[config.mk]
export PLATFORM = sky130hd
export DESIGN_NAME = master_i2c_block_loader
export DESIGN_NICKNAME = d
export VERILOG_FILES = /design/src/hdl/loader_pkg.sv /design/src/hdl/master_i2c_block_loader.sv /design/src/hdl/pair_buffer.sv
export SDC_FILE = /design/constraint.sdc
export NUM_CORES = 1
export LEC_CHECK = 0
export ABC_AREA = 0
export BUFFER_PORTS_ARGS = -buffer_cell sky130_fd_sc_hd__clkbuf_2
export CAP_MARGIN = 20
export CELL_PAD_IN_SITES_DETAIL_PLACEMENT = 1
export CELL_PAD_IN_SITES_GLOBAL_PLACEMENT = 1
export CORE_ASPECT_RATIO = 0.75
export CORE_MARGIN = 2
export CORE_UTILIZATION = 45
export DETAILED_ROUTE_END_ITERATION = 12
export PLACE_DENSITY = 0.74
export SLEW_MARGIN = 5
export SYNTH_ARGS = -nofsm -noshare
export SYNTH_HDL_FRONTEND = slang
export SYNTH_HIERARCHICAL = 1
export SYNTH_SLANG_ARGS = --single-unit
[constraint.sdc]
create_clock -name REF_CLK -period 4.7 [get_ports REF_CLK]
set_input_delay 0.94 -clock REF_CLK [delete_from_list [all_inputs] [get_ports REF_CLK]]
set_output_delay 0.94 -clock REF_CLK [all_outputs]
set_load 0.01 [all_outputs]
[src/hdl/loader_pkg.sv]
package loader_pkg;

  // timing
  localparam int CLK_HZ        = 25_000_000;
  localparam int CLK_PERIOD_NS = 40;
  localparam int SCL_MAX_HZ    = 375_000;
  localparam int SPIKE_NS      = 50;
  localparam int QTR_CYC_I     = (CLK_HZ + 4 * SCL_MAX_HZ - 1) / (4 * SCL_MAX_HZ);
  localparam int SPIKE_CYC_I   = (SPIKE_NS + CLK_PERIOD_NS - 1) / CLK_PERIOD_NS;
  localparam logic [4:0] QTR_LAST   = 5'(QTR_CYC_I - 1);
  localparam logic [1:0] SPIKE_LAST = 2'(SPIKE_CYC_I - 1);

  // serial memory; value arbitrary
  localparam logic [6:0] MEM_DEV_ADDR = 7'h50;
  localparam logic [7:0] MEM_PTR_BYTE = 8'h00;

  // pin index
  localparam int PIN_SCL = 0;
  localparam int PIN_SDA = 1;

  // block header layout
  localparam logic [15:0] OFS_CKS_HI  = 16'h0000;
  localparam logic [15:0] OFS_CKS_LO  = 16'h0001;
  localparam logic [15:0] OFS_ID_HI   = 16'h0002;
  localparam logic [15:0] OFS_ID_LO   = 16'h0003;
  localparam logic [15:0] OFS_MEM     = 16'h0004;
  localparam logic [15:0] OFS_ADDR_HI = 16'h0006;
  localparam logic [15:0] OFS_ADDR_LO = 16'h0007;
  localparam logic [15:0] OFS_LEN_HI  = 16'h0008;
  localparam logic [15:0] OFS_LEN_LO  = 16'h0009;
  localparam logic [15:0] HDR_LEN     = 16'h000c;
  localparam logic [15:0] TRAIL_LEN   = 16'h0004;
  localparam logic [15:0] HDR_ID      = 16'h001f;

  // memory select codes
  localparam logic [7:0] MEM_CPU_PROG  = 8'h00;
  localparam logic [7:0] MEM_CPU_XDATA = 8'h01;
  localparam logic [7:0] MEM_DSP_PROG  = 8'h02;
  localparam logic [7:0] MEM_DSP_COEF  = 8'h03;
  localparam logic [7:0] MEM_DSP_DATA  = 8'h04;
  localparam logic [2:0] DSP_LANE_LAST = 3'h6;

  // fetch sequence
  localparam logic [2:0] SEQ_START   = 3'h0;
  localparam logic [2:0] SEQ_PTR_HI  = 3'h1;
  localparam logic [2:0] SEQ_PTR_LO  = 3'h2;
  localparam logic [2:0] SEQ_RESTART = 3'h3;
  localparam logic [2:0] SEQ_DEV_RD  = 3'h4;
  localparam logic [2:0] SEQ_READ    = 3'h5;

  typedef enum logic [2:0] {
    ST_IDLE  = 3'b000,
    ST_START = 3'b001,
    ST_BYTE  = 3'b010,
    ST_PARSE = 3'b011,
    ST_PUSH  = 3'b100,
    ST_STOP  = 3'b101,
    ST_END   = 3'b110
  } ctl_e;

  typedef struct packed {
    logic [2:0]  mem;
    logic [15:0] addr;
    logic [2:0]  lane;
    logic [7:0]  data;
  } wr_word_s;

  typedef struct packed {
    ctl_e            st;
    logic [2:0]      seq;
    logic            rd;
    logic            last;
    logic [4:0]      qcnt;
    logic [1:0]      q;
    logic [3:0]      bitn;
    logic [7:0]      sh;
    logic            nak_in;
    logic [1:0][2:0] sync;
    logic [1:0]      filt;
    logic [1:0][1:0] fcnt;
    logic            scl_oe_n;
    logic            sda_oe_n;
    logic            pin_lvl;
    logic [15:0]     ofs;
    logic [15:0]     cks;
    logic [15:0]     sum;
    logic [15:0]     id;
    logic [7:0]      mem;
    logic [15:0]     addr;
    logic [15:0]     total;
    logic [2:0]      lane;
    logic            busy;
    logic            done;
    logic            err;
  } ldr_state_s;

  localparam ldr_state_s LDR_RESET = '{st: ST_IDLE, sync: '1, filt: '1, scl_oe_n: 1'b1,
                                       sda_oe_n: 1'b1, default: '0};

  typedef struct packed {
    wr_word_s [1:0] ent;
    logic [1:0]     vld;
  } buf_state_s;

  localparam buf_state_s BUF_RESET = '{default: '0};

endpackage

[src/hdl/master_i2c_block_loader.sv]
`timescale 1ns/10ps
module master_i2c_block_loader
  import loader_pkg::*;
(
  input  wire logic     REF_CLK,
  input  wire logic     RST,
  input  wire logic     SCL_IN,
  output logic          SCL_OUT,
  output logic          SCL_OE_N,
  input  wire logic     SDA_IN,
  output logic          SDA_OUT,
  output logic          SDA_OE_N,
  output logic          WR_VALID,
  input  wire logic     WR_READY,
  output wr_word_s      WR_WORD,
  output logic          BUSY,
  output logic          DONE,
  output logic          ERROR
);

  ldr_state_s  s_reg, s_next;
  wr_word_s    buf_in;
  logic        buf_in_valid;
  logic        buf_in_ready;
  logic        tick;
  logic        adv;
  logic [1:0]  pin_in;
  logic [7:0]  rxb;
  logic [15:0] len_full;

  assign pin_in   = {SDA_IN, SCL_IN};
  assign SCL_OUT  = s_reg.pin_lvl;
  assign SDA_OUT  = s_reg.pin_lvl;
  assign SCL_OE_N = s_reg.scl_oe_n;
  assign SDA_OE_N = s_reg.sda_oe_n;
  assign BUSY     = s_reg.busy;
  assign DONE     = s_reg.done;
  assign ERROR    = s_reg.err;

  // level to put on sda for a bit slot
  function automatic logic sda_level(input logic       rd,
                                     input logic [3:0] bitn,
                                     input logic [7:0] sh,
                                     input logic       nack);
    if (bitn == 4'h8) begin
      return rd ? nack : 1'b1;
    end
    return rd ? 1'b1 : sh[7];
  endfunction

  always_comb begin
    s_next       = s_reg;
    buf_in_valid = 1'b0;
    rxb          = s_reg.sh;
    len_full     = {s_reg.total[15:8], rxb};
    buf_in       = '{mem: s_reg.mem[2:0], addr: s_reg.addr, lane: s_reg.lane, data: s_reg.sh};
    tick         = (s_reg.qcnt == QTR_LAST);
    adv          = tick && (s_reg.q != 2'h1 || s_reg.filt[PIN_SCL]);

    // pin synchronisers and spike filter
    for (int i = 0; i < 2; i++) begin
      s_next.sync[i] = {s_reg.sync[i][1:0], pin_in[i]};
      if (s_reg.sync[i][2] != s_reg.sync[i][1] || s_reg.sync[i][2] == s_reg.filt[i]) begin
        s_next.fcnt[i] = 2'h0;
      end else if (s_reg.fcnt[i] == SPIKE_LAST) begin
        s_next.filt[i] = s_reg.sync[i][2];
        s_next.fcnt[i] = 2'h0;
      end else begin
        s_next.fcnt[i] = s_reg.fcnt[i] + 2'h1;
      end
    end

    // quarter period timer, held while a slave stretches scl
    if (adv) begin
      s_next.qcnt = 5'h00;
    end else if (!tick) begin
      s_next.qcnt = s_reg.qcnt + 5'h01;
    end

    case (s_reg.st)
      ST_IDLE: begin
        s_next.st       = ST_START;
        s_next.busy     = 1'b1;
        s_next.seq      = SEQ_START;
        s_next.q        = 2'h0;
        s_next.qcnt     = 5'h00;
        s_next.sda_oe_n = 1'b1;
      end
      ST_START: begin
        if (adv) begin
          s_next.q = s_reg.q + 2'h1;
          case (s_reg.q)
            2'h0: s_next.scl_oe_n = 1'b1;
            2'h1: s_next.sda_oe_n = 1'b0;
            2'h2: s_next.scl_oe_n = 1'b0;
            default: begin
              s_next.st       = ST_BYTE;
              s_next.rd       = 1'b0;
              s_next.bitn     = 4'h0;
              s_next.sh       = {MEM_DEV_ADDR, s_reg.seq == SEQ_RESTART};
              s_next.seq      = s_reg.seq + 3'h1;
              s_next.sda_oe_n = sda_level(1'b0, 4'h0, s_next.sh, 1'b0);
            end
          endcase
        end
      end
      ST_BYTE: begin
        if (adv) begin
          s_next.q = s_reg.q + 2'h1;
          case (s_reg.q)
            2'h0: s_next.scl_oe_n = 1'b1;
            2'h1: begin
              if (s_reg.bitn == 4'h8) begin
                s_next.nak_in = s_reg.filt[PIN_SDA];
              end else begin
                s_next.sh = {s_reg.sh[6:0], s_reg.filt[PIN_SDA]};
              end
            end
            2'h2: s_next.scl_oe_n = 1'b0;
            default: begin
              if (s_reg.bitn != 4'h8) begin
                s_next.bitn     = s_reg.bitn + 4'h1;
                s_next.sda_oe_n = sda_level(s_reg.rd, s_next.bitn, s_reg.sh, s_reg.last);
              end else if (s_reg.rd) begin
                s_next.st = s_reg.last ? ST_STOP : ST_PARSE;
              end else if (s_reg.nak_in) begin
                s_next.err = 1'b1;
                s_next.st  = ST_STOP;
              end else if (s_reg.seq == SEQ_PTR_HI || s_reg.seq == SEQ_PTR_LO) begin
                s_next.seq      = s_reg.seq + 3'h1;
                s_next.bitn     = 4'h0;
                s_next.sh       = MEM_PTR_BYTE;
                s_next.sda_oe_n = sda_level(1'b0, 4'h0, MEM_PTR_BYTE, 1'b0);
              end else if (s_reg.seq == SEQ_RESTART) begin
                s_next.st       = ST_START;
                s_next.sda_oe_n = 1'b1;
              end else begin
                s_next.seq      = SEQ_READ;
                s_next.rd       = 1'b1;
                s_next.bitn     = 4'h0;
                s_next.sda_oe_n = 1'b1;
              end
              if (s_next.st == ST_STOP) begin
                s_next.sda_oe_n = 1'b0;
              end
            end
          endcase
        end
      end
      ST_PARSE: begin
        s_next.st       = ST_BYTE;
        s_next.rd       = 1'b1;
        s_next.bitn     = 4'h0;
        s_next.q        = 2'h0;
        s_next.qcnt     = 5'h00;
        s_next.sda_oe_n = 1'b1;
        s_next.ofs      = s_reg.ofs + 16'h0001;
        if (s_reg.ofs >= OFS_ID_HI
            && (s_reg.ofs < HDR_LEN || s_reg.ofs < s_reg.total - TRAIL_LEN)) begin
          s_next.sum = s_reg.sum + {8'h00, rxb};
        end
        case (s_reg.ofs)
          OFS_CKS_HI:  s_next.cks[15:8]   = rxb;
          OFS_CKS_LO:  s_next.cks[7:0]    = rxb;
          OFS_ID_HI:   s_next.id[15:8]    = rxb;
          OFS_ID_LO:   s_next.id[7:0]     = rxb;
          OFS_MEM:     s_next.mem         = rxb;
          OFS_ADDR_HI: s_next.addr[15:8]  = rxb;
          OFS_ADDR_LO: s_next.addr[7:0]   = rxb;
          OFS_LEN_HI:  s_next.total[15:8] = rxb;
          OFS_LEN_LO: begin
            s_next.total[7:0] = rxb;
            s_next.lane       = 3'h0;
            if (s_reg.id != HDR_ID) begin
              s_next.err  = 1'b1;
              s_next.last = 1'b1;
            end else if (s_reg.mem == MEM_CPU_PROG && s_reg.addr == 16'h0000
                         && len_full == 16'h0000) begin
              s_next.last = 1'b1;
            end else if (s_reg.mem > MEM_DSP_DATA || len_full < HDR_LEN + TRAIL_LEN) begin
              s_next.err  = 1'b1;
              s_next.last = 1'b1;
            end
          end
          default: begin
            // offsets 5, 10 and 11 are skipped
            if (s_reg.ofs >= HDR_LEN && s_reg.ofs < s_reg.total - TRAIL_LEN) begin
              s_next.st = ST_PUSH;
            end else if (s_reg.ofs == s_reg.total - 16'h0001) begin
              s_next.ofs = 16'h0000;
              s_next.sum = 16'h0000;
              if (s_reg.sum != s_reg.cks) begin
                s_next.err  = 1'b1;
                s_next.last = 1'b1;
              end
            end
          end
        endcase
        s_next.sda_oe_n = sda_level(1'b1, 4'h0, rxb, s_next.last);
      end
      ST_PUSH: begin
        buf_in_valid = 1'b1;
        if (buf_in_ready) begin
          s_next.st = ST_BYTE;
          if (s_reg.mem == MEM_DSP_PROG && s_reg.lane != DSP_LANE_LAST) begin
            s_next.lane = s_reg.lane + 3'h1;
          end else begin
            s_next.lane = 3'h0;
            s_next.addr = s_reg.addr + 16'h0001;
          end
        end
      end
      ST_STOP: begin
        if (adv) begin
          s_next.q = s_reg.q + 2'h1;
          case (s_reg.q)
            2'h0: s_next.scl_oe_n = 1'b1;
            2'h1: s_next.sda_oe_n = 1'b1;
            2'h2: s_next.st       = ST_END;
            default: s_next.st    = ST_END;
          endcase
        end
      end
      ST_END: begin
        s_next.busy     = 1'b0;
        s_next.done     = ~s_reg.err;
        s_next.scl_oe_n = 1'b1;
        s_next.sda_oe_n = 1'b1;
        s_next.qcnt     = 5'h00;
      end
      default: s_next = LDR_RESET;
    endcase

    if (s_reg.st != s_next.st && s_next.st != ST_PUSH) begin
      s_next.q    = 2'h0;
      s_next.qcnt = 5'h00;
    end
    s_next.pin_lvl = 1'b0;
  end

  always_ff @(posedge REF_CLK or posedge RST) begin
    if (RST) begin
      s_reg <= LDR_RESET;
    end else begin
      s_reg <= s_next;
    end
  end

  pair_buffer u_buf (
    .clk       (REF_CLK),
    .rst       (RST),
    .in_valid  (buf_in_valid),
    .in_ready  (buf_in_ready),
    .in_data   (buf_in),
    .out_valid (WR_VALID),
    .out_ready (WR_READY),
    .out_data  (WR_WORD)
  );

endmodule

[src/hdl/pair_buffer.sv]
`timescale 1ns/10ps
module pair_buffer
  import loader_pkg::*;
(
  input  wire logic     clk,
  input  wire logic     rst,
  input  wire logic     in_valid,
  output logic          in_ready,
  input  wire wr_word_s in_data,
  output logic          out_valid,
  input  wire logic     out_ready,
  output wr_word_s      out_data
);

  buf_state_s b_reg, b_next;
  logic       pop;
  logic       push;

  assign in_ready  = ~b_reg.vld[1];
  assign out_valid = b_reg.vld[0];
  assign out_data  = b_reg.ent[0];

  always_comb begin
    b_next = b_reg;
    pop    = b_reg.vld[0] & out_ready;
    push   = in_valid & ~b_reg.vld[1];
    if (pop) begin
      b_next.ent[0] = b_reg.ent[1];
      b_next.vld    = {1'b0, b_reg.vld[1]};
    end
    if (push) begin
      if (b_next.vld[0]) begin
        b_next.ent[1] = in_data;
        b_next.vld[1] = 1'b1;
      end else begin
        b_next.ent[0] = in_data;
        b_next.vld[0] = 1'b1;
      end
    end
  end

  always_ff @(posedge clk or posedge rst) begin
    if (rst) begin
      b_reg <= BUF_RESET;
    end else begin
      b_reg <= b_next;
    end
  end

endmodule

Word-level counts from Yosys, hierarchy flattened
Cells that the tools add are included.
{ "op_classes": {"add_sub_neg": 12, "muxes": 131, "bitwise": 13, "n_reduce_logical": 60, "n_eq_ne": 91, "n_lt_le_gt_ge": 6} }
{ "op_table": {"columns": ["cell", "count"], "rows": [
  ["$mux 16", 9],
  ["$pmux 72 s2", 1],
  ["$mux 8", 11],
  ["$mux 32", 2],
  ["$mux 7", 9],
  ["$eq 16x3->1 const B", 3],
  ["$logic_not 16->1", 3],
  ["$mux 12", 4],
  ["$pmux 16 s3", 1],
  ["$mux 1", 39],
  ["$mux 3", 13],
  ["$ne 2x2->1 const B", 17],
  ["$add 16x1->16 const B", 2],
  ["$eq 16x2->1 const B", 2],
  ["$eq 16x4->1 const B", 2],
  ["$ne 2x1->1 const B", 16],
  ["$pmux 16 s2", 1],
  ["$mux 30", 1],
  ["$mux 4", 7],
  ["$ne 3x3->1 const B", 9],
  ["$ne 4x4->1 const B", 6],
  ["$pmux 8 s3", 1],
  ["$ne 3x2->1 const B", 7],
  ["$pmux 3 s7", 1],
  ["other kinds (66)", 146]
]} }
{ "word_totals": {"inputBits": 5, "regBits": 214, "out_inout_bits": 38, "elab_cells": 354} }

Depth between registers and ports, before layout
Gate-level depths: netlist of the first run.
{ "logic_depth": {"ltp_word": 16, "depth_mapped": 17, "ltp_nobuf": 15} }

Cells and area by module
The synthesis of the first run kept the hierarchy.
{ "by_module_without_submodules": {"columns": ["mod", "n_inst", "cells_each", "area_per_inst_um2", "seq_area_each_um2"], "rows": [
  ["master_i2c_block_loader", 1, 1117, 9761.9, 3816.2],
  ["pair_buffer", 1, 202, 2932.8, 1551.5]
]} }

Worst setup path after synthesis of the first run
OpenSTA, ideal clock, no wires.
{ "synth_timing": {"path_type": "register -> register", "startpoint": "register s_reg[11] (netlist bit)", "endpoint": "register s_reg[69] (netlist bit)", "stages_incl_launch_ff": 16, "required_ps": 4579, "setup_slack_ps": 511, "t_arrival_ps": 4069, "path_cell_list": "dfrtp_1 buf_2 or4_1 nor3_1 and3_1 xnor2_1 ha_1 nand4_1 or3_1 a211oi_2 nor4_1 a2111o_1 or3_1 buf_2 a31o_4 a22o_1"} }
{ "synth_between": {"elab_chain_cells": 9} }
{ "synth_rtl": {"columns": ["item", "line_no", "rtl"], "rows": [
  ["start, declared", "master_i2c_block_loader.sv:21", "ldr_state_s s_reg, s_next;"],
  ["start signal, assigned", "master_i2c_block_loader.sv:245", "s_reg <= s_next;"],
  ["$sub 16x3->16", "master_i2c_block_loader.sv:159, master_i2c_block_loader.sv:187", null],
  ["$lt 16x16->1", "master_i2c_block_loader.sv:159, master_i2c_block_loader.sv:187", null],
  ["$logic_or 1x1->1", "master_i2c_block_loader.sv:159", "&& (s_reg.ofs < HDR_LEN || s_reg.ofs < s_reg.total - TRAIL_LEN)) begin"],
  ["$logic_and 1x1->1", "master_i2c_block_loader.sv:159", null],
  ["$mux 16", "master_i2c_block_loader.sv:158", "if (s_reg.ofs >= OFS_ID_HI"],
  ["$mux 16", "master_i2c_block_loader.sv:189", "end else if (s_reg.ofs == s_reg.total - 16'h0001) begin"],
  ["$mux 16", "master_i2c_block_loader.sv:187", "if (s_reg.ofs >= HDR_LEN && s_reg.ofs < s_reg.total - TRAIL_LEN) begin"],
  ["$mux 16 *", "master_i2c_block_loader.sv:162", "case (s_reg.ofs)"],
  ["$pmux 72 s2 *", "master_i2c_block_loader.sv:80", "case (s_reg.st)"]
]} }
Mark *: on every way between the ends. The rest lies on a longest branch, timed or not.
A chain may end at the register's enable or synchronous reset.

Final worst setup path of the first run
{ "layout_timing": {"startpoint": "register s_reg[9] (netlist bit)", "endpoint": "register s_reg[69] (netlist bit)"} }
The elaborated chain is that of the path after synthesis.

==> results of run 1 <==
## logic make-up after synthesis
group	Yosys count
AO/OA/AOI/OAI	320
XOR/XNOR	60
adder cells (fa/ha/maj)	49
buffers and inverters	148
flip-flops	214
multiplexers	104
other	1
AND/OR/NAND/NOR	423
## path summary, 6_finish.rpt
kind	end	slack, ps
setup / recovery	s_reg[69]	330
hold / removal	u_buf/b_reg[33]	460
setup reg to reg	s_reg[69]	330
hold reg to reg	s_reg[123]	490
max in group asynchronous	u_buf/out_data[28]	3330
min in group REF_CLK	s_reg[123]	490
## routing by layer
| layer | vias up | routed length [um] |
|---|---|---|
| met5 | - | 0 |
| met4 | 0 | 502 |
| met3 | 35 | 1670 |
| met2 | 227 | 16400 |
| met1 | 5209 | 18200 |
| li1 | 4740 | - |
## cell usage in the layout (no fill, tap or decap), drive strengths merged, types with 19 or more instances in the layout
cell type	n
dfrtp	204
nand2	142
o21ai	109
mux2	96
clkbuf	73
nor2	66
a21oi	47
ha	47
nor3	40
inv	38
buf	34
nand3	33
xnor2	33
nor4	29
and3	28
xor2	27
a22oi	26
a22o	24
nand2b	19
a31oi	19
## critical path, stage by stage, from the launching register on
cell and delay, ps:
dfrtp_1 450, or4_1 610, nor3_2 240, and3_1 210, xnor2_1 80, ha_1 310
nand4_1 160, or3_1 440, a211oi_2 150, nor4_1 110, a2111o_1 460, or3_4 480
a31o_4 310, a22o_1 230
## report_power, final
part	total, mW	internal [mW]	switching, mW
Clock	1.90	1.10	0.803
Sequential	2.09	1.95	0.144
Combinational	1.22	0.379	0.845
Total	5.22	3.43	1.79
## metrics by stage
| stage | area, um2 | setup slack (ps) | utilization [%] |
|---|---|---|---|
| detailed placement | 13000 | 74.0 | 46.8 |
| CTS | 13800 | 65.6 | 49.6 |
| floorplan | 12700 | 511 | - |
| finish | 13800 | 334 | 49.6 |
| global route | 13800 | 11.1 | 49.6 |
| global placement | 13000 | 194 | 46.8 |
## final cells by class
type,instances,area [um2],share of cell area (%)
timing repair buffer,74,468,3.39
sequential,214,5370,38.8
clock inverter,11,95.1,0.688
inverter,39,150,1.09
tap,357,447,3.23
clock buffer,33,696,5.03
multi-input combinational,958,6600,47.7
## what timing repair did
action	CTS	global route
hold buffers	0	0
hold endpoints to repair	0	0
resized for setup	0	2
endpoints found under the setup margin	0	19
==> flow_metrics.env, run 1 <==
export IMPL_status="finished clean"
export IMPL_drc=0
export IMPL_synth_simple_gate_area_share_pct=16.9
export IMPL_ys_ff_latch=214
export IMPL_gr_max_usage_layer="met2"
export IMPL_start_kind="flip-flop"
export IMPL_fin_nets=1364
export IMPL_reg2reg_depth=13
export IMPL_syn2layout_area_growth_pct=8.88
export IMPL_timing_final_crit_share_pct=92.9
export IMPL_largest_register_ffs=109
export IMPL_cp_required_ps=5110
export IMPL_grt_max_degree=123
export IMPL_syn_avg_cell_area_um2=9.62
export IMPL_regToRegStartpoint="s_reg[9]"
export IMPL_grtUsageMet1_pct=38.1
export IMPL_max_clock_freq_mhz=229
export IMPL_power_total_mw=5.22
export IMPL_die_h_um=149
export IMPL_syn_cell_area_mm2=0.0127
export IMPL_routed_wirelength_um=36700
export IMPL_grt_util_met3_pct=3.29
export IMPL_yosys_mux_area_fraction_pct=9.15
export IMPL_synth_most_common_cell="dfrtp_1"
export IMPL_stdcell_count=1686
export IMPL_fill_cells=3136
export IMPL_drtIter0Drc=825
export IMPL_clock_tree_root_cell="clkbuf_16"
export IMPL_synth_area_leaders="dfrtp_1 (40%), mux2_2 (8.3%), ha_1 (4.6%)"
export IMPL_grt_overflow=0
export IMPL_yosysTopAreaCell="dfrtp_1"
export IMPL_ys_warn_count=6
export IMPL_skew_ps=14.9
export IMPL_hold_violations=0
export IMPL_syn_inst=1319
export IMPL_core_area_mm2=0.0279
export IMPL_num_io_pins=43
export IMPL_drive_gt1_share_pct=18.7
export IMPL_power_per_cell_area_mw_per_mm2=377
export IMPL_port_buffers=40
export IMPL_cts_made_buffers=24
export IMPL_clk_path_buf_depth=3
export IMPL_wire_per_inst_um=21.8
export IMPL_async_flop_share_pct=100
export IMPL_clk_pin_slew_ps=60
export IMPL_gp_congestion=0.894
export IMPL_fin_setup_tns_ps=0
export IMPL_clock_sinks=214
export IMPL_antenna_found_initial=0
export IMPL_synth_compound_area_share_pct=16.8
export IMPL_dr_pass1_iters=5
export IMPL_initial_core_util_pct=45.6
export IMPL_use_met2_pct=39.6
export IMPL_cp_end_kind="flip-flop"
export IMPL_slew_headroom_pct=33.7
export IMPL_critPathKind="flip-flop to flip-flop"
export IMPL_dpl_hpwl_um=25700
export IMPL_synth_top_area_share_pct=40.2
export IMPL_ys_seq_area_share_pct=42.3
export IMPL_synth_ff_type="dfrtp_1"
export IMPL_synth_top_family_by_area="simple AND/OR/NAND/NOR gates"
export IMPL_n_antenna_cell=0
export IMPL_rsz0062_at_grt="false"
export IMPL_fin_crit_ps=4370
export IMPL_drv_cap=0
export IMPL_grt_usage_pct=25.3
export IMPL_synth_xor_area_share_pct=4.14
export IMPL_setup_viol=0
export IMPL_floorplan_rows=53
export IMPL_whs_ps=456
export IMPL_chipWidth_um=198
export IMPL_grt_pass1_wl_um=59500
export IMPL_synth_edf_count=0
export IMPL_synthAdderAreaFrac_pct=4.87
export IMPL_synth_cell_type_count=87
export IMPL_ant_nets=0
export IMPL_leakage_nw=6.51
export IMPL_synth_commonest_cells="dfrtp_1 (204), nand2_1 (142), o21ai_0 (104), mux2_2 (94), nor2_1 (65)"
export IMPL_placed_cells=1642
export IMPL_cp_arrival_ps=4780
export IMPL_hold_path_class="primary input to asynchronous set/reset pin"
export IMPL_cts_tree="done"
export IMPL_slew_violations=0
export IMPL_insertion_delay_ps=530
export IMPL_cp_startpoint="s_reg[9]"
export IMPL_ir_drop_uv=253
export IMPL_cts_htree_levels=1
export IMPL_cts_setup_buffers=0
export IMPL_crit_fanout=12
export IMPL_worst_pin_slew_ps=990
export IMPL_route_vias_total=10200
export IMPL_die_area_mm2=0.0296
export IMPL_viasPerCell=6.06
export IMPL_grt_pass1_vias=10600
Note: power is estimated with default switching activity, not from simulation.
==> run 2: changes to the inputs <==
--- a/config.mk
+++ b/config.mk
@@ -10,7 +10,6 @@
 export CAP_MARGIN = 20
 export CELL_PAD_IN_SITES_DETAIL_PLACEMENT = 1
 export CELL_PAD_IN_SITES_GLOBAL_PLACEMENT = 1
-export CORE_ASPECT_RATIO = 0.75
 export CORE_MARGIN = 2
 export CORE_UTILIZATION = 45
 export DETAILED_ROUTE_END_ITERATION = 12
==> run 2 against run 1 <==
Against the previous run: utilization up 0.38 points; largest cell class unchanged; power is 2.2% higher; worst setup slack better by 22 ps; sequential power about the same; sequential cell count did not move; cell area grew 0.52%; sequential share of layout area fell by 0.20 points; critical endpoint is now s_reg[66]; critical path depth rose by 2.
==> flow_metrics.env, run 2 (synthesis gave the netlist of run 1 again) <==
export IMPL_reg2reg_slack_ps=360
export IMPL_fin_nets=1361
export IMPL_slew_violations=0
export IMPL_fin_crit_ps=4340
export IMPL_die_area_mm2=0.0296
export IMPL_clk_path_buf_depth=3
export IMPL_insertion_delay_ps=540
export IMPL_clk_pin_slew_ps=60
export IMPL_finalInstanceArea_mm2=0.0139
export IMPL_drtIter0Drc=544
export IMPL_fin_setup_tns_ps=0
export IMPL_cp_required_ps=5120
export IMPL_port_buffers=40
export IMPL_drv_cap=0
export IMPL_leakage_nw=6.52
export IMPL_critPathKind="flip-flop to flip-flop"
export IMPL_cts_made_buffers=26
export IMPL_gp_congestion=0.855
export IMPL_clock_tree_root_cell="clkbuf_16"
export IMPL_n_antenna_cell=0
export IMPL_slew_headroom_pct=39.8
export IMPL_grt_max_degree=153
export IMPL_clock_sinks=214
export IMPL_grt_pass1_vias=10700
export IMPL_die_h_um=172
export IMPL_chipWidth_um=172
export IMPL_antenna_found_initial=0
export IMPL_max_clock_freq_mhz=230
export IMPL_ant_nets=0
export IMPL_cp_end_kind="flip-flop"
export IMPL_routed_wirelength_um=36000
export IMPL_postCtsHoldBufs=0
export IMPL_rsz0062_at_grt="false"
export IMPL_route_vias_total=10300
export IMPL_grt_pass1_wl_um=59000
export IMPL_floorplan_rows=61
export IMPL_initial_core_util_pct=45.7
export IMPL_cts_tree="done"
export IMPL_power_per_cell_area_mw_per_mm2=384
export IMPL_dpl_hpwl_um=24700
export IMPL_cp_arrival_ps=4770
export IMPL_hold_path_class="primary input to asynchronous set/reset pin"
export IMPL_cts_htree_levels=1
export IMPL_cts_setup_buffers=0
export IMPL_power_total_mw=5.33
export IMPL_setup_viol=0
export IMPL_wire_per_inst_um=21.1
export IMPL_largest_register_ffs=109
export IMPL_num_io_pins=43
export IMPL_drc=0
export IMPL_grt_usage_pct=25.1
export IMPL_postLayoutCoreUtil_pct=50.0
export IMPL_placed_cells=1658
export IMPL_dr_pass1_iters=5
export IMPL_layout_commonest_cell="dfrtp_1"
export IMPL_viasPerCell=6.02
export IMPL_layout_common_cells="dfrtp_1 (203), nand2_1 (141), o21ai_0 (104)"
export IMPL_crit_fanout=12
export IMPL_skew_ps=18.0
export IMPL_syn2layout_area_growth_pct=9.44
export IMPL_core_area_mm2=0.0278
export IMPL_start_kind="flip-flop"
export IMPL_grt_overflow=0
export IMPL_drive_gt1_share_pct=18.3
export IMPL_timing_final_crit_share_pct=92.4
export IMPL_dpl_cell_area_mm2=0.0130
export IMPL_stdcell_count=1705
export IMPL_worst_pin_slew_ps=899
export IMPL_status="finished clean"
export IMPL_hold_violations=0
export IMPL_ir_drop_uv=282
[run 2: changes by cell type in the layout (fill, tap and decap cells not counted), sizes merged]
cell,delta
clkinv,-6
buf,-5
clkbuf,+11
clkinvlp,-2
[run 2: critical path: stages, from the launching register on]
cell and delay [ps]:
dfrtp_1 470, inv_1 120, ha_1 220, or3b_4 430
nor3_4 130, nand2_1 90, xor2_1 160, ha_1 290
nand4_1 140, or3_1 430, a211oi_2 150, nor4_1 90
a2111o_1 470, or3_4 480, a31o_4 310, a22o_1 240
[run 2: final cells by class]
| cell class | instances | area [um2] |
|---|---|---|
| repair buffers | 69 | 430 |
| flip-flops and latches | 214 | 5370 |
| well taps | 378 | 473 |
| clock inverters | 3 | 43.8 |
| inverters | 39 | 150 |
| multi-input cells | 958 | 6600 |
| clock buffers | 44 | 830 |
| fillers | 3164 | 13900 |
[run 2: final timing paths]
| check | endpoint | cells after the start | start |
|---|---|---|---|
| max | s_reg[66] | 15 | s_reg[8] |
| min | u_buf/b_reg[39] | 2 | RST |
| max reg2reg | s_reg[66] | 15 | s_reg[8] |
| min reg2reg | s_reg[123] | 1 | s_reg[122] |
| max in group asynchronous | s_reg[152] | 3 | RST |
| min in group REF_CLK | s_reg[123] | 1 | s_reg[122] |
[run 2: through the flow]
stage | hold slack (ps) | setup slack (ps)
after floorplan | 449 | 511
after global placement | 465 | 199
after detailed placement | 471 | 100
after CTS | 408 | 99.3
after global routing | 445 | 166
final | 411 | 355
[run 2: routing by layer]
layer | global-route usage (%) | share of wire (%) | routed length (um) | vias up
met3 | 3.78 | 4.0 | 1420 | 59
met5 | 0 | 0 | 0 | -
li1 | - | - | - | 4734
met2 | 42.6 | 49 | 17600 | 182
met4 | 5.52 | 2.0 | 733 | 0
met1 | 34.1 | 45 | 16300 | 5288
[run 2: report_power, final]
part | internal (mW) | total (mW) | switching, mW
sequential | 1.95 | 2.10 | 0.150
combinational | 0.375 | 1.20 | 0.823
clock | 1.25 | 2.03 | 0.784
total | 3.57 | 5.33 | 1.76
[run 2: what timing repair did]
action	in CTS	in global routing
gates resized for setup	0	2
endpoints found under the hold margin	0	0
setup endpoints to repair	0	18
==> run 3: changes to the inputs <==
--- a/config.mk
+++ b/config.mk
@@ -13,6 +13,7 @@
 export CORE_MARGIN = 2
 export CORE_UTILIZATION = 45
 export DETAILED_ROUTE_END_ITERATION = 12
+export GPL_TIMING_DRIVEN = 0
 export PLACE_DENSITY = 0.74
 export SLEW_MARGIN = 5
 export SYNTH_ARGS = -nofsm -noshare
==> run 3 against run 2 <==
Against the previous run: sequential power is essentially flat; wire length grew 7.5%; clock skew shrank 2.4 ps; sequential cell count is the same; clock-buffer cell count shrank 9; critical endpoint is now s_reg[62]; largest cell class unchanged.
==> flow_metrics.env, run 3 (synthesis gave the netlist of run 1 again) <==
export IMPL_syn2layout_area_growth_pct=13.1
export IMPL_skew_ps=15.7
export IMPL_dpl_cell_area_mm2=0.0135
export IMPL_worst_slack_ps=152
export IMPL_die_h_um=172
export IMPL_slew_violations=0
export IMPL_setup_viol=0
export IMPL_hold_path_class="primary input to asynchronous set/reset pin"
export IMPL_max_stage_delay_ps=590
export IMPL_slew_headroom_pct=24.0
export IMPL_clock_tree_root_cell="clkbuf_16"
export IMPL_start_kind="flip-flop"
export IMPL_critPathKind="flip-flop to flip-flop"
export IMPL_num_io_pins=43
export IMPL_seqCellArea_mm2=0.00537
export IMPL_grt_overflow=0
export IMPL_ir_drop_uv=221
export IMPL_port_buffers=40
export IMPL_max_clock_freq_mhz=220
export IMPL_cp_required_ps=5110
export IMPL_cp_startpoint="s_reg[11]"
export IMPL_viasPerCell=5.95
export IMPL_cts_made_buffers=25
export IMPL_dp_slack_ps=-507
export IMPL_grt_pass1_wl_um=61700
export IMPL_grt_max_degree=41
export IMPL_cp_arrival_ps=4960
export IMPL_regToRegStartpoint="s_reg[11]"
export IMPL_routed_wirelength_um=38700
export IMPL_ant_nets=0
export IMPL_drive_gt1_share_pct=19.7
export IMPL_finalInstanceArea_mm2=0.0144
export IMPL_placed_cells=1744
export IMPL_drtIter0Drc=542
export IMPL_fill_cells=3261
export IMPL_core_area_mm2=0.0278
export IMPL_worstSetupEndpoint="s_reg[62]"
export IMPL_hold_violations=0
export IMPL_worst_pin_slew_ps=1120
export IMPL_power_per_cell_area_mw_per_mm2=360
export IMPL_power_total_mw=5.17
export IMPL_crit_fanout=8
export IMPL_clk_path_buf_depth=3
export IMPL_grt_util_met3_pct=3.48
export IMPL_postLayoutCoreUtil_pct=51.7
export IMPL_drv_cap=0
export IMPL_stdcell_count=1793
export IMPL_cts_tree="done"
export IMPL_fin_nets=1452
export IMPL_antenna_found_initial=0
export IMPL_timing_final_crit_share_pct=96.8
export IMPL_largest_register_ffs=109
export IMPL_grtUsageMet1_pct=37.2
export IMPL_whs_ps=468
export IMPL_die_area_mm2=0.0296
export IMPL_slowest_stage="or4_4"
export IMPL_dr_pass1_iters=4
export IMPL_gr_max_usage_layer="met2"
export IMPL_use_met2_pct=43.3
export IMPL_reg2reg_depth=15
export IMPL_chipWidth_um=172
export IMPL_grt_pass1_vias=10900
export IMPL_cp_end_kind="flip-flop"
export IMPL_floorplan_rows=61
export IMPL_crit_top_cell="buf_2"
export IMPL_layout_commonest_cell="dfrtp_1"
export IMPL_path_cells="buf_2 > or4_4 > nor3_4 > and3_1 > xnor2_1 > ha_1 > nand4_1 > or3_4 > a211oi_4 > nor4_4 > a2111o_1 > or3_1 > buf_2 > a31o_4 > a22o_1"
export IMPL_layout_common_cells="dfrtp_1 (202), nand2_1 (142), o21ai_0 (104)"
export IMPL_initial_core_util_pct=45.7
export IMPL_n_antenna_cell=0
export IMPL_worstReg2RegEnd="s_reg[62]"
export IMPL_wire_per_inst_um=21.6
export IMPL_drc=0
export IMPL_fin_setup_tns_ps=0
export IMPL_leakage_nw=6.76
export IMPL_multi_input_area_mm2=0.00665
export IMPL_reg2reg_slack_ps=150
export IMPL_insertion_delay_ps=530
export IMPL_gp_congestion=0.884
export IMPL_clock_sinks=214
export IMPL_postCtsHoldBufs=0
export IMPL_dpl_hpwl_um=28200
export IMPL_fin_crit_ps=4550
export IMPL_cts_htree_levels=1
export IMPL_grt_usage_pct=26.6
export IMPL_clk_pin_slew_ps=60
export IMPL_route_vias_total=10700
export IMPL_status="finished clean"
==> run 3: report_power, final <==
group / leakage (nW) / switching, mW / internal [mW]
registers: 2.92 / 0.131 / 1.95
clock network: 0.362 / 0.784 / 1.02
logic: 3.47 / 0.898 / 0.380
total: 6.76 / 1.81 / 3.35
==> run 3: final cells by class <==
| cell class | instances | area share, % |
|---|---|---|
| multi-input combinational | 958 | 46.3 |
| timing repair buffer | 52 | 2.53 |
| sequential | 214 | 37.4 |
| clock buffer | 35 | 4.83 |
| tap | 378 | 3.29 |
| buffer | 109 | 4.20 |
| inverter | 39 | 1.05 |
| clock inverter | 8 | 0.340 |
==> run 3: timing repair <==
| action | in CTS | in global routing |
|---|---|---|
| setup endpoints to repair | 35 | 32 |
| pin swaps | 3 | 2 |
| resized for setup | 8 | 9 |
| setup buffers | 1 | 4 |
==> run 3: how the worst min path moves through the flow <==
stage,endpoint,slack [ps],cells after the start
detailed placement,DONE,470,2
global placement,u_buf/b_reg[55],470,1
floorplan,s_reg[46],450,2
CTS,buf_in[10],480,3
global route,buf_in[8],490,3
finish,buf_in[10],470,3
==> run 3: metal layers <==
layer  vias up  share of wire [%]
met2       234                 47
met5         -                  0
met3        74                4.3
li1       4928                  -
met4         0                2.6
met1      5437                 46
==> run 3: worst max-delay path, delay by kind of cell, from the launching register on <==
family / cells / cell delay (ps)
compound gates: 4 / 1240
xor+xnor: 1 / 110
fa+ha+maj: 1 / 330
buf+inv: 2 / 350
flops: 1 / 350
simple gates: 7 / 2050
